## config.mk

```make
export PLATFORM = sky130hd
export DESIGN_NAME = liu_serial_host_port
export DESIGN_NICKNAME = d
export VERILOG_FILES = /design/src/logic/liu_serial_host_port.v
export VERILOG_INCLUDE_DIRS = /design/src /design/src/logic
export SDC_FILE = /design/constraint.sdc
export NUM_CORES = 1
export LEC_CHECK = 0
export ABC_AREA = 1
export ABC_CLOCK_PERIOD_IN_PS = 1700
export BUFFER_PORTS_ARGS = -buffer_cell sky130_fd_sc_hd__buf_2
export CELL_PAD_IN_SITES_DETAIL_PLACEMENT = 0
export CELL_PAD_IN_SITES_GLOBAL_PLACEMENT = 2
export CORE_MARGIN = 3
export CORE_UTILIZATION = 33
export DETAILED_ROUTE_END_ITERATION = 10
export MAX_ROUTING_LAYER = met4
export PLACE_DENSITY = 0.87
export SLEW_MARGIN = 30
export SYNTH_ARGS = -nofsm -noshare
export SYNTH_HDL_FRONTEND = slang
export SYNTH_SLANG_ARGS = --single-unit
```

## constraint.sdc

```tcl
create_clock -name clk -period 1.7 [get_ports clk]
set_clock_uncertainty 0.05 [all_clocks]
set_input_delay 0.34 -clock clk [delete_from_list [all_inputs] [get_ports clk]]
set_output_delay 0.34 -clock clk [all_outputs]
set_load 0.05 [all_outputs]
```

## src/logic/liu_serial_map.vh

```
// Contract
// command write starts one serial transfer
// write shifts command byte then data byte
// read shifts command, captures returned byte
// direction bit first, bytes lsb first
// command bit 0: zero write, one read
// command bits 7..1 carry remote address
// completion flag zero while transfer runs
// finish sets flag, irq if enabled
// status read clears completion flag afterwards
// cleared flag withdraws interrupt request
// select bit picks which chip select lowers
// rate bit picks slow or fast clock
// software writes zero to reserved bits
// software waits for completion before restart
// selects high, clock still when idle
`ifndef LIU_SERIAL_MAP_VH
`define LIU_SERIAL_MAP_VH

// register offsets
`define OFS_SERIAL_COMMAND       8'h22
`define OFS_SERIAL_DATA          8'h23
`define OFS_SERIAL_STATUS        8'h24
`define OFS_SERIAL_CONFIGURATION 8'h25

// field positions
`define BIT_OP_DIRECTION         0
`define BIT_TRANSFER_COMPLETE    0
`define BIT_COMPLETION_IRQ_EN    0
`define BIT_SHIFT_RATE_SELECT    6
`define BIT_TARGET_SELECT        7

// reset values (none documented)
`define RST_SERIAL_COMMAND       8'h00
`define RST_SERIAL_DATA          8'h00
`define RST_SERIAL_CONFIGURATION 8'h00

// timing: rates in kHz, half periods rounded up so the rate is never exceeded
`define CLK_KHZ                  125000
`define SLOW_RATE_KHZ            1020
`define FAST_RATE_KHZ            8190
`define HALF_SLOW ((`CLK_KHZ + 2 * `SLOW_RATE_KHZ - 1) / (2 * `SLOW_RATE_KHZ))
`define HALF_FAST ((`CLK_KHZ + 2 * `FAST_RATE_KHZ - 1) / (2 * `FAST_RATE_KHZ))

// frame shape
`define FRAME_BITS               5'h10
`define CMD_BITS                 5'h08
`define BUF_DEPTH                2

`endif

```

## src/logic/liu_serial_host_port.v

```verilog
`timescale 1ns/1ps
`include "liu_serial_map.vh"

module liu_serial_host_port (
	input  wire       clk,
	input  wire       rst_n,
	input  wire [7:0] addr,
	input  wire [7:0] wdata,
	input  wire       wr_en,
	input  wire       rd_en,
	output reg  [7:0] rdata,
	output reg        shift_clk,
	output reg        shift_out,
	input  wire       shift_in,
	output reg        target_select_a_n,
	output reg        target_select_b_n,
	output reg        shared_irq_n
);

	localparam [1:0] ST_IDLE  = 2'b00;
	localparam [1:0] ST_SHIFT = 2'b01;
	localparam [1:0] ST_PUSH  = 2'b10;
	// rate counts cut to the counter width
	localparam integer HALF_SLOW_I = `HALF_SLOW;
	localparam integer HALF_FAST_I = `HALF_FAST;
	localparam [6:0] HALF_SLOW = HALF_SLOW_I[6:0];
	localparam [6:0] HALF_FAST = HALF_FAST_I[6:0];
	localparam [4:0] FRAME_BITS = `FRAME_BITS;
	localparam [4:0] CMD_BITS = `CMD_BITS;

	// register file
	reg  [7:0]  serial_command_reg;
	reg  [7:0]  serial_byte_reg;
	reg         transfer_complete_flag;
	reg         target_select_bit;
	reg         shift_rate_select;
	reg         completion_irq_enable;

	// engine
	reg  [1:0]  state;
	reg  [6:0]  half_cnt;
	reg  [4:0]  bit_cnt;
	reg  [15:0] tx_shift;
	reg  [7:0]  rx_shift;
	reg         op_read;
	reg         rate_latched;
	reg         in_meta;
	reg         in_sync;

	// two-entry receive buffer
	reg  [7:0]  buf_data [0:1];
	reg         wr_ptr;
	reg         rd_ptr;
	reg  [1:0]  buf_count;

	wire        hit_cmd;
	wire        hit_data;
	wire        hit_status;
	wire        hit_cfg;
	wire        start;
	wire        half_done;
	wire        in_valid;
	wire        in_ready;
	wire        out_valid;
	wire        out_ready;
	wire        push;
	wire        pop;
	wire        finish;
	wire [6:0]  half_limit;
	wire        op_direction_bit;
	wire [6:0]  remote_reg_address;

	assign hit_cmd    = (addr == `OFS_SERIAL_COMMAND);
	assign hit_data   = (addr == `OFS_SERIAL_DATA);
	assign hit_status = (addr == `OFS_SERIAL_STATUS);
	assign hit_cfg    = (addr == `OFS_SERIAL_CONFIGURATION);

	// direction in bit zero
	assign op_direction_bit = serial_command_reg[`BIT_OP_DIRECTION];
	// remote address above it
	assign remote_reg_address = serial_command_reg[7:1];

	// command write starts transfer
	assign start = wr_en && hit_cmd && (state == ST_IDLE);

	// rate select per transfer
	assign half_limit = rate_latched ? HALF_FAST : HALF_SLOW;
	assign half_done  = (half_cnt == half_limit - 7'h01);

	// buffer handshake
	assign in_valid  = (state == ST_PUSH) && op_read;
	assign in_ready  = (buf_count != 2'b10);
	assign push      = in_valid && in_ready;
	assign out_valid = (buf_count != 2'b00);
	assign out_ready = !(wr_en && hit_data);
	assign pop       = out_valid && out_ready;
	assign finish    = (state == ST_PUSH) && (!op_read || in_ready);

	// pin synchroniser
	always @(posedge clk or negedge rst_n) begin
		if (!rst_n) begin
			in_meta <= 1'b0;
			in_sync <= 1'b0;
		end else begin
			in_meta <= shift_in;
			in_sync <= in_meta;
		end
	end

	// command and configuration registers
	always @(posedge clk or negedge rst_n) begin
		if (!rst_n) begin
			serial_command_reg    <= `RST_SERIAL_COMMAND;
			target_select_bit     <= 1'b0;
			shift_rate_select     <= 1'b0;
			completion_irq_enable <= 1'b0;
		end else begin
			if (start) begin
				serial_command_reg <= wdata;
			end
			// reserved bits are not stored
			if (wr_en && hit_cfg) begin
				target_select_bit     <= wdata[`BIT_TARGET_SELECT];
				shift_rate_select     <= wdata[`BIT_SHIFT_RATE_SELECT];
				completion_irq_enable <= wdata[`BIT_COMPLETION_IRQ_EN];
			end
		end
	end

	// data register: processor write or buffer drain
	always @(posedge clk or negedge rst_n) begin
		if (!rst_n) begin
			serial_byte_reg <= `RST_SERIAL_DATA;
		end else if (wr_en && hit_data) begin
			serial_byte_reg <= wdata;
		end else if (pop) begin
			// returned byte lands here
			serial_byte_reg <= buf_data[rd_ptr];
		end
	end

	// buffer entries
	genvar gi;
	generate
		for (gi = 0; gi < `BUF_DEPTH; gi = gi + 1) begin : g_entry
			// entry written when the pointer names it
			wire entry_hit;
			assign entry_hit = push && ({31'h00000000, wr_ptr} == gi);
			always @(posedge clk or negedge rst_n) begin
				if (!rst_n) begin
					buf_data[gi] <= 8'h00;
				end else if (entry_hit) begin
					buf_data[gi] <= rx_shift;
				end
			end
		end
	endgenerate

	always @(posedge clk or negedge rst_n) begin
		if (!rst_n) begin
			wr_ptr    <= 1'b0;
			rd_ptr    <= 1'b0;
			buf_count <= 2'b00;
		end else begin
			if (push) begin
				wr_ptr <= ~wr_ptr;
			end
			if (pop) begin
				rd_ptr <= ~rd_ptr;
			end
			if (push && !pop) begin
				buf_count <= buf_count + 2'b01;
			end else if (pop && !push) begin
				buf_count <= buf_count - 2'b01;
			end
		end
	end

	// completion flag
	always @(posedge clk or negedge rst_n) begin
		if (!rst_n) begin
			transfer_complete_flag <= 1'b0;
		end else if (finish) begin
			// set on finish, wins over clear
			transfer_complete_flag <= 1'b1;
		end else if (start) begin
			// held low while running
			transfer_complete_flag <= 1'b0;
		end else if (rd_en && hit_status) begin
			// read clears flag
			transfer_complete_flag <= 1'b0;
		end
	end

	// shift engine
	always @(posedge clk or negedge rst_n) begin
		if (!rst_n) begin
			state        <= ST_IDLE;
			half_cnt     <= 7'h00;
			bit_cnt      <= 5'h00;
			tx_shift     <= 16'h0000;
			rx_shift     <= 8'h00;
			op_read      <= 1'b0;
			rate_latched <= 1'b0;
			shift_clk    <= 1'b0;
			shift_out    <= 1'b0;
		end else begin
			case (state)
				ST_IDLE: begin
					// clock parked low
					shift_clk <= 1'b0;
					half_cnt  <= 7'h00;
					bit_cnt   <= 5'h00;
					if (start) begin
						// command then data, lsb first
						tx_shift     <= {serial_byte_reg, wdata};
						// direction bit leads the frame
						shift_out    <= wdata[`BIT_OP_DIRECTION];
						op_read      <= wdata[`BIT_OP_DIRECTION];
						// rate held for the frame
						rate_latched <= shift_rate_select;
						state        <= ST_SHIFT;
					end
				end
				ST_SHIFT: begin
					if (half_done) begin
						half_cnt  <= 7'h00;
						shift_clk <= ~shift_clk;
						if (!shift_clk) begin
							// sample returned bits lsb first
							if (op_read && (bit_cnt >= CMD_BITS)) begin
								rx_shift <= {in_sync, rx_shift[7:1]};
							end
						end else begin
							bit_cnt  <= bit_cnt + 5'h01;
							tx_shift <= {1'b0, tx_shift[15:1]};
							shift_out <= tx_shift[1];
							// read frame drives only the command
							if (op_read && (bit_cnt >= CMD_BITS - 5'h01)) begin
								shift_out <= 1'b0;
							end
							if (bit_cnt == FRAME_BITS - 5'h01) begin
								shift_out <= 1'b0;
								state     <= ST_PUSH;
							end
						end
					end else begin
						half_cnt <= half_cnt + 7'h01;
					end
				end
				ST_PUSH: begin
					shift_clk <= 1'b0;
					if (finish) begin
						state <= ST_IDLE;
					end
				end
				default: begin
					state     <= ST_IDLE;
					shift_clk <= 1'b0;
				end
			endcase
		end
	end

	// chip selects and interrupt
	always @(posedge clk or negedge rst_n) begin
		if (!rst_n) begin
			target_select_a_n <= 1'b1;
			target_select_b_n <= 1'b1;
			shared_irq_n      <= 1'b1;
		end else begin
			// select bit steers which line lowers
			// both high while idle
			target_select_a_n <= !((state != ST_IDLE) && !target_select_bit);
			target_select_b_n <= !((state != ST_IDLE) && target_select_bit);
			// request follows flag and enable
			shared_irq_n <= !(transfer_complete_flag && completion_irq_enable);
		end
	end

	// read port
	always @(posedge clk or negedge rst_n) begin
		if (!rst_n) begin
			rdata <= 8'h00;
		end else if (rd_en) begin
			if (hit_cmd) begin
				rdata <= {remote_reg_address, op_direction_bit};
			end else if (hit_data) begin
				rdata <= serial_byte_reg;
			end else if (hit_status) begin
				rdata <= {7'h00, transfer_complete_flag};
			end else if (hit_cfg) begin
				rdata <= {target_select_bit, shift_rate_select, 5'h00,
					completion_irq_enable};
			end else begin
				rdata <= 8'h00;
			end
		end
	end

endmodule

```

---- After elaboration in Yosys (flattened, before gate mapping) ----
Cells that the tools add are included.
word-level totals
  flip-flop bits (word level) ............. 95
  output and inout port bits .............. 13
  logic and storage cells ................. 129
cells by class
  reduce and logical (&&, ||, !) cells .... 39
  multiplexer cells ....................... 38
  $lt $le $gt $ge ......................... 3
  bitwise operators ....................... 4
  equality and inequality tests ........... 14
  $add $sub $neg .......................... 5
operator list
  cell                                                  count
  two-way mux 8 bit                                     9
  two-way mux 16 bit                                    3
  equality test 8 x 6 -> 1 bit (second input constant)  4
  case mux 16 bit (2 select lines)                      1
  logical AND 1 bit                                     18
  two-way mux 2 bit                                     7
  case mux 7 bit (2 select lines)                       1
  != test 2 bit (second input constant)                 6
  two-way mux 1 bit                                     10
  two-way mux 5 bit                                     2
  case mux 5 bit (2 select lines)                       1
  nonzero test 2 bit                                    5
  logical NOT 1 bit                                     8
  AND reduction 4 bit                                   2
  adder 7 x 1 -> 7 bit (second input constant)          1
  equality test 7 bit                                   1
  two-way mux 7 bit                                     1
  subtractor 6 x 1 -> 7 bit (second input constant)     1
  two-way mux 6 bit                                     1
  case mux 2 bit (3 select lines)                       1
  adder 5 x 1 -> 5 bit (second input constant)          1
  equality test 5 x 4 -> 1 bit (second input constant)  1
  >= comparator 5 x 3 -> 1 bit (second input constant)  1
  >= comparator 5 x 4 -> 1 bit (second input constant)  1
  other kinds (14)                                      16

---- Longest topological paths before layout ----
Gate-level depths: netlist of the first run.
  word-level depth ........................ 7
  depth in mapped cells ................... 11
  depth with buffers taken out ............ 11

---- Worst setup path after synthesis of the first run ----
No wires, ideal clock.
  kind .................................... input to register
  start point ............................. in addr[4]
  end point ............................... reg buf_count[1]
  data required time ...................... 1.519 ns
  setup slack ............................. -0.149 ns
  data arrival time ....................... 1.668 ns
  path buffers ............................ 0
  cell stages on the path ................. 11
  cells stage by stage .................... inv_1 -> nand2_1 -> nor2_2 -> inv_1 -> nor3_4 -> nand2_4 -> nand2_1 -> ha_1 -> a21oi_1 -> o21ai_0 -> xor2_1
between the ends
  word-level cells in the longest chain between the ends .. 7
RTL lines
  item                                                            RTL line                    RTL
  start: declaration                                              liu_serial_host_port.v:7    input wire [7:0] addr,
  equality test 8 x 6 -> 1 bit (no line) *                        n/a
  logical AND 1 bit *                                             liu_serial_host_port.v:95   assign out_ready = !(wr_en && hit_data);
  logical NOT 1 bit *                                             liu_serial_host_port.v:95
  logical AND 1 bit *                                             liu_serial_host_port.v:96   assign pop = out_valid && out_ready;
  logical NOT 1 bit                                               liu_serial_host_port.v:171  if (push && !pop) begin
  logical AND 1 bit                                               liu_serial_host_port.v:171
  two-way mux 2 bit / nonzero test 2 bit (equally long branches)  n/a
  end signal: assignment                                          liu_serial_host_port.v:172  buf_count <= buf_count + 2'b01;
  end signal: assignment                                          liu_serial_host_port.v:174  buf_count <= buf_count - 2'b01;
  end: declaration                                                liu_serial_host_port.v:54   reg [1:0] buf_count;
Mark *: on every way between the ends. The rest lies on a longest branch, timed or not.
A chain may end at the register's enable or synchronous reset.

---- Worst setup path after layout of the first run ----
  start point ............................. reg state[0]
  end point ............................... reg buf_data[9] (netlist name)
between the ends
  word-level cells in the longest chain between the ends .. 4
RTL lines
  item                            RTL line                    RTL
  start: declaration              liu_serial_host_port.v:40   reg [1:0] state;
  start signal: assignment        liu_serial_host_port.v:198  state <= ST_IDLE;
  start signal: assignment        liu_serial_host_port.v:222  state <= ST_SHIFT;
  start signal: assignment        liu_serial_host_port.v:244  state <= ST_PUSH;
  equality test 2 bit             liu_serial_host_port.v:91   assign in_valid = (state == ST_PUSH) && op_read;
  logical AND 1 bit               liu_serial_host_port.v:91
  logical AND 1 bit               liu_serial_host_port.v:93   assign push = in_valid && in_ready;
  via push                        liu_serial_host_port.v:66   wire push;
  logical AND 1 bit               liu_serial_host_port.v:148  assign entry_hit = push && ({31'h00000000, wr_ptr} == gi);
  end signal: indexed assignment  liu_serial_host_port.v:153  buf_data[gi] <= rx_shift;
  end: declaration                liu_serial_host_port.v:51   reg [7:0] buf_data [0:1];
The timed path passes the listed nets, and every way through them passes these cells.

==> impl_metrics.yaml, run 1 <==
synthesis:
  synth_top_area_share: 0.5075
  synth.cell_area_sq_mm: 0.004438
  synth_compound_area_frac: 0.09163
  post_synth.cell_area_avg_sq_um: 8.188
  synthTopCellsByArea: "dfrtp_1 (51%), nand2_1 (15%), nand3_1 (6.9%), inv_1 (3.8%), o21ai_0 (3.3%)"
  syn_nets: 568
  syn_inst: 542
  synth_fa_ha_area_frac: 0.01410
  yosysTopAreaCell: "dfrtp_1"
  seq_area_frac_synth: 0.5252
  yosys_warnings: 0
  synthMuxAreaShare: 0
  async_flop_share: 1.000
  synth_xor_area_frac: 0.01776
  synth_ff_type: "dfrtp_1"
  synth_simple_gate_area_frac: 0.2825
  synth_top_family_by_area: "simple AND/OR/NAND/NOR gates"
  ys_types: 32
  ys_seq_elements: 93
  synth_edf_count: 0
sta:
  clock.fmax_ghz: 0.6145
  whs_ns: 0.04578
  rsz0062_at_grt: "yes"
  min_period_ns: 1.627
  tightestPinTransition_ns: 0.3134
  finalCritPeriodShare: 0.9572
  setup_slack_ns: 0.07270
  tns_ns: 0
  hold_viol: 0
  setup_viol: 0
  finalMaxSlewViolations: 0
  maxSlewHeadroom: 0.7910
worst_hold_path:
  hold_class: "input pin to flip-flop"
finish:
  syn2layout_area_growth_pct: 22.55
  design_area_sq_mm: 0.005439
  largest_reg_flops: 16
  nets: 631
  n_antenna_cell: 0
  fin_util: 0.4224
  layoutNonFillerInstCount: 782
  drive_gt1_frac: 0.2082
  regMostFlops: "buf_data"
  top_regs: "buf_data: 16 flops, tx_shift: 15 flops"
routing:
  first_iter_violations: 251
  wl_per_cell_microns: 13.27
  avgViaCountPerCell: 4.665
  postRouteAntennaNets: 0
  vias: 3648
  wl_mm: 10.38
  first_pass_iters: 4
  drcViolationCount: 0
worst_setup_path:
  critical_path_class: "flip-flop to flip-flop"
  cp-start-kind: "flip-flop"
  worstPathMaxFanout: 17
  reg2reg_slack_ns: 0.07
  crit_required_ns: 1.89
  cp_data_arrival_time_ns: 1.81
  critPathCaptureType: "flip-flop"
global_route:
  first_global_vias: 3556
  grt_util_all_layers: 0.1555
  grt_max_degree: 32
  grt_pass1_wl_mm: 17.86
  overflow: 0
  antenna_found_initial: 0
pwr:
  vdd_ir_drop_max_mv: 0.3518
  p_leak_nw: 2.686
  p_per_area_mw_per_mm2: 948.5
  power.total_mw: 5.159
placement:
  routabilityCongestion: 0.8239
  pre_cts_ws_ns: -0.1681
  dp.cells: 759
  placed_area_sq_mm: 0.005079
  portBuffers: 33
  hpwl_mm: 7.600
clock_network:
  cts.path.max_buffers: 2
  path_clk_slew_ns: 0.07
  htreeDepth: 3
  cts.sinks: 93
  clock_latency_ns: 0.35
  root_buffer: "clkbuf_16"
  numCtsBuffers: 9
  cts_tree: "yes"
run:
  maxCapViolCount: 0
floorplan:
  row_count: 41
  die_x_microns: 122.0
  pin_count: 34
  start_util: 0.3447
  die-height_microns: 122.0
  design.core.area_sq_mm: 0.01288
  die-area_sq_mm: 0.01488
outcome:
  status: "finished clean"
## cell families after synthesis
family | count (synthesis)
compound gates | 72
xor+xnor | 9
fa+ha+maj | 5
buf+inv | 72
flops | 93
simple gates | 291
## per-layer routing
metal / GRT usage / up-vias / part of all wire
met5: - / - / 0
met4: 0.05462 / 0 / 0.016
met3: 0.03018 / 15 / 0.046
met2: 0.2431 / 70 / 0.46
met1: 0.2028 / 1706 / 0.48
li1: - / 1857 / -
## critical path, cell delays in order, from the launching register on
cell	delay (ns)
dfrtp_1	0.41
inv_2	0.09
nand2_4	0.06
nor3_4	0.30
inv_2	0.06
or2_1	0.24
buf_12	0.17
nand2_1	0.08
o21ai_2	0.05
## cell type report
type | count | area (sq um)
flip-flops and latches | 93 | 2332
well taps | 172 | 215.2
clock inverters | 5 | 42.54
repair buffers | 71 | 534.3
fillers | 1298 | 7437
clock buffers | 11 | 252.7
multi-input cells | 377 | 1843
inverters | 53 | 219.0
## cells in the final DEF (no fill, tap or decap), drive strengths merged
cell,netlist,final
clkbuf,5,11
nand3,61,61
nor3,5,5
a21oi,15,15
dfrtp,90,90
o21ai,49,49
nor2,32,32
xnor2,2,2
o22ai,5,5
ha,5,5
dlygate4sd3,0,1
or2,2,2
buf,14,70
inv,51,52
clkinvlp,0,1
clkinv,2,5
a31oi,1,1
a21boi,1,1
dfstp,3,3
nand2,187,187
o21bai,1,1
nand4,4,4
xor2,7,7
## path summary, 6_finish.rpt
path,startpoint,to,depth (start not counted)
hold / removal,shift_in,in_meta,1
max in group asynchronous,rst_n,tx_shift[3],3
setup reg to reg,state[0],buf_data[9],8
hold reg to reg,in_meta,in_sync,0
setup / recovery,state[0],buf_data[9],8
min in group asynchronous,rst_n,in_meta,2
## synth_stat cells (2+ instances only)
library cell    n
nor3_1          3
buf_6           2
inv_2           6
dfstp_2         3
o21ai_0        29
inv_1          45
nand3_1        61
buf_4           2
clkbuf_1        5
o21ai_2         8
nor2_2          4
dfrtp_1        90
ha_1            5
xor2_1          7
buf_2          10
o22ai_1         5
nor2_1         28
o21ai_1        12
nand4_1         3
nand2_1       183
nand2_4         3
nor3_4          2
xnor2_1         2
a21oi_1        15
clkinv_1        2
## power breakdown
part	switching, mW	internal, mW	total [mW]
Sequential	0.0679	2.32	2.39
Combinational	0.533	0.271	0.804
Clock	0.882	1.08	1.97
Total	1.48	3.68	5.16
## timing repair
item / in CTS / in global routing
hold endpoints to repair: 13 / 0
hold buffers: 1 / 0
setup endpoints to repair: 0 / 21
gates resized for setup: 0 / 4
buffers inserted: 0 / 6
Note: power is estimated with default switching activity, not from simulation.
==> run 2, diff against run 1 <==
--- a/config.mk
+++ b/config.mk
@@ -6,16 +6,16 @@
 export SDC_FILE = /design/constraint.sdc
 export NUM_CORES = 1
 export LEC_CHECK = 0
-export ABC_AREA = 1
 export ABC_CLOCK_PERIOD_IN_PS = 1700
 export BUFFER_PORTS_ARGS = -buffer_cell sky130_fd_sc_hd__buf_2
 export CELL_PAD_IN_SITES_DETAIL_PLACEMENT = 0
 export CELL_PAD_IN_SITES_GLOBAL_PLACEMENT = 2
 export CORE_MARGIN = 3
-export CORE_UTILIZATION = 33
+export CORE_UTILIZATION = 36
 export DETAILED_ROUTE_END_ITERATION = 10
 export MAX_ROUTING_LAYER = met4
-export PLACE_DENSITY = 0.87
+export PLACE_DENSITY = 0.86
+export SETUP_SLACK_MARGIN = 0.2
 export SLEW_MARGIN = 30
 export SYNTH_ARGS = -nofsm -noshare
 export SYNTH_HDL_FRONTEND = slang
==> run 2 against run 1 <==
Net effect:
- the run now ends with setup timing left
- largest cell class is now multi-input combinational cells
- sequential cell count unchanged
- global-route usage rose by 2.4 points
- largest power group unchanged
- power fell by 1.7%
- synthesized area down 2.7%
- critical endpoint is now shift_out
- critical path depth fell by 2
- wire length is 6.7% higher
- core utilization increased by 11 points
- combinational power fell by 25%
==> impl_metrics.yaml, run 2 <==
synthesis:
  synth_ff_type: "dfrtp_1"
  ys_seq_elements: 93
  ys_types: 55
  synth_top_area_share: 0.5213
  synth_edf_count: 0
  syn_nets: 401
  yosysMostFrequentCell: "dfrtp_1"
  post_synth.cell_area_avg_sq_um: 11.52
  yosysTopAreaCell: "dfrtp_1"
  yosys_warnings: 0
  synthTopCellsByArea: "dfrtp_1 (52%), mux2_2 (9.4%), o221a_2 (3.6%), nand2_1 (2.5%), o21ai_0 (2.3%)"
  synth.cell_area_sq_mm: 0.004320
  async_flop_share: 1.000
  syn_inst: 375
  seq_area_frac_synth: 0.5395
  synth_commonest_cells: "dfrtp_1 (90), mux2_2 (36), nand2_1 (29)"
floorplan:
  die-height_microns: 115.6
  design.core.area_sq_mm: 0.01156
  pin_count: 34
  die_x_microns: 115.6
  start_util: 0.3736
  row_count: 39
  die-area_sq_mm: 0.01335
sta:
  tightestPinTransition_ns: 0.5112
  finalCritPeriodShare: 1.168
  min_period_ns: 1.986
  setup_viol: 36
  clock.fmax_ghz: 0.5036
  setup_slack_ns: -0.2857
  rsz0062_at_grt: "yes"
  hold_viol: 0
  maxSlewHeadroom: 0.6592
  finalMaxSlewViolations: 0
clock_network:
  numCtsBuffers: 9
  cts.sinks: 93
  clock_latency_ns: 0.34
  cts_tree: "yes"
  htreeDepth: 3
  path_clk_slew_ns: 0.07
  cts.path.max_buffers: 2
  root_buffer: "clkbuf_16"
routing:
  first_pass_iters: 4
  vias: 3341
  top_layer_used: "met4"
  first_iter_violations: 267
  wl_met2_mm: 5.046
  m1WireLength_mm: 5.422
  postRouteAntennaNets: 0
  avgViaCountPerCell: 5.363
  wl_per_cell_microns: 17.78
  wl_met3_microns: 312
  drcViolationCount: 0
  wl_mm: 11.08
global_route:
  first_global_vias: 3420
  grt_max_degree: 30
  antenna_found_initial: 0
  overflow: 0
  grt_pass1_wl_mm: 18.16
  grt_util_all_layers: 0.1794
pwr:
  power.total_mw: 5.073
  vdd_ir_drop_max_mv: 0.5168
  p_leak_nw: 2.785
  p_per_area_mw_per_mm2: 824.8
worst_setup_path:
  cp-start-kind: "flip-flop"
  crit_required_ns: 1.88
  worstPathMaxFanout: 4
  critical_path_class: "flip-flop to flip-flop"
  critPathCaptureType: "flip-flop"
  cp_data_arrival_time_ns: 2.17
outcome:
  status: "finished, violations left"
  violations: "setup timing"
finish:
  layout_commonest_cell: "dfrtp_1"
  drive_gt1_frac: 0.4896
  layout_common_cells: "dfrtp_1 (89), buf_4 (59), mux2_4 (28), buf_2 (27), nand2_1 (26)"
  nets: 501
  n_antenna_cell: 0
  fin_util: 0.5319
  syn2layout_area_growth_pct: 42.37
  regMostFlops: "buf_data"
  nFillCells: 962
  top_regs: "buf_data: 16 flops, tx_shift: 15 flops"
  multi_input_area_sq_mm: 0.002414
  design_area_sq_mm: 0.006151
  regArea_sq_mm: 0.002332
  layoutNonFillerInstCount: 623
  largest_reg_flops: 16
placement:
  placed_area_sq_mm: 0.005424
  pre_cts_ws_ns: -0.4836
  portBuffers: 33
  hpwl_mm: 7.316
  dp.cells: 597
  routabilityCongestion: 0.7990
worst_hold_path:
  hold_class: "input pin to flip-flop"
run:
  maxCapViolCount: 0
## run 2: cell count changes in the layout (fill, tap and decap cells not counted), moves of 10 or more
cell,before,now
buf_4,31,59
nand2_1,179,26
o21ai_0,28,14
inv_1,41,13
or2_2,1,13
mux2_4,0,28
nand3_1,61,3
o221a_4,0,14
o21ai_1,13,3
## run 2: layout make-up
cell class                 count  area share
multi-input combinational    253      0.3924
sequential                    93      0.3792
timing repair buffer         105      0.1412
clock buffer                  10     0.03885
tap                          143     0.02909
clock inverter                 6     0.01139
inverter                      13    0.007933
## run 2: per-layer routing
layer / up-vias / global-route usage
li1: 1575 / -
met3: 20 / 0.02089
met2: 72 / 0.2585
met5: - / -
met4: 0 / 0.08372
met1: 1674 / 0.2530
## run 2: cell families (layout without fill, tap and decap cells)
logic type | after synthesis | in the layout | synth area share
muxes | 46 | 46 | 0.1173
adders and majority gates | 5 | 5 | 0.01448
DFF | 93 | 93 | 0.5395
AOI/OAI and AO/OA | 83 | 83 | 0.1428
buffers and inverters | 29 | 134 | 0.02578
and+or+nand+nor | 112 | 112 | 0.1460
xor gates and xnor gates | 7 | 7 | 0.01419
## run 2: critical path, cell delays in order, from the launching register on
cell     delay [ns]
dfrtp_1        0.39
or3b_4         0.40
o22a_4         0.26
buf_6          0.12
o31ai_4        0.18
buf_6          0.17
mux2_4         0.30
## run 2: path summary, 6_finish.rpt
check	cells after the start	startpoint	to	slack [ns]
max reg2reg	6	rate_latched	shift_out	-0.29
min reg2reg	0	in_meta	in_sync	0.30
max in group asynchronous	3	rst_n	buf_data[15]	0.63
max	6	rate_latched	shift_out	-0.29
min in group asynchronous	2	rst_n	tx_shift[3]	0.46
min	1	shift_in	in_meta	0.06
## run 2: repair_timing
| item | CTS | global route |
|---|---|---|
| setup buffers | 5 | 3 |
| cloned | 1 | 0 |
| resized for setup | 42 | 22 |
| endpoints found under the setup margin | 89 | 79 |
| pin swaps | 27 | 6 |
| hold buffers | 1 | 0 |
| endpoints found under the hold margin | 23 | 0 |
## run 2: power breakdown
part | total, mW | switching, mW | internal, mW
Clock | 2.09 | 0.898 | 1.19
Combinational | 0.604 | 0.327 | 0.277
Sequential | 2.38 | 0.105 | 2.28
## run 2: stage by stage
| stage | hold WS (ns) | TNS (ns) |
|---|---|---|
| after floorplan | -0.005591 | -7.845 |
| after global placement | 0.2749 | -10.48 |
| after detailed placement | 0.2808 | -11.95 |
| after CTS | 0.04669 | -5.926 |
| after global routing | 0.05793 | -9.812 |
| final | 0.05761 | -6.594 |
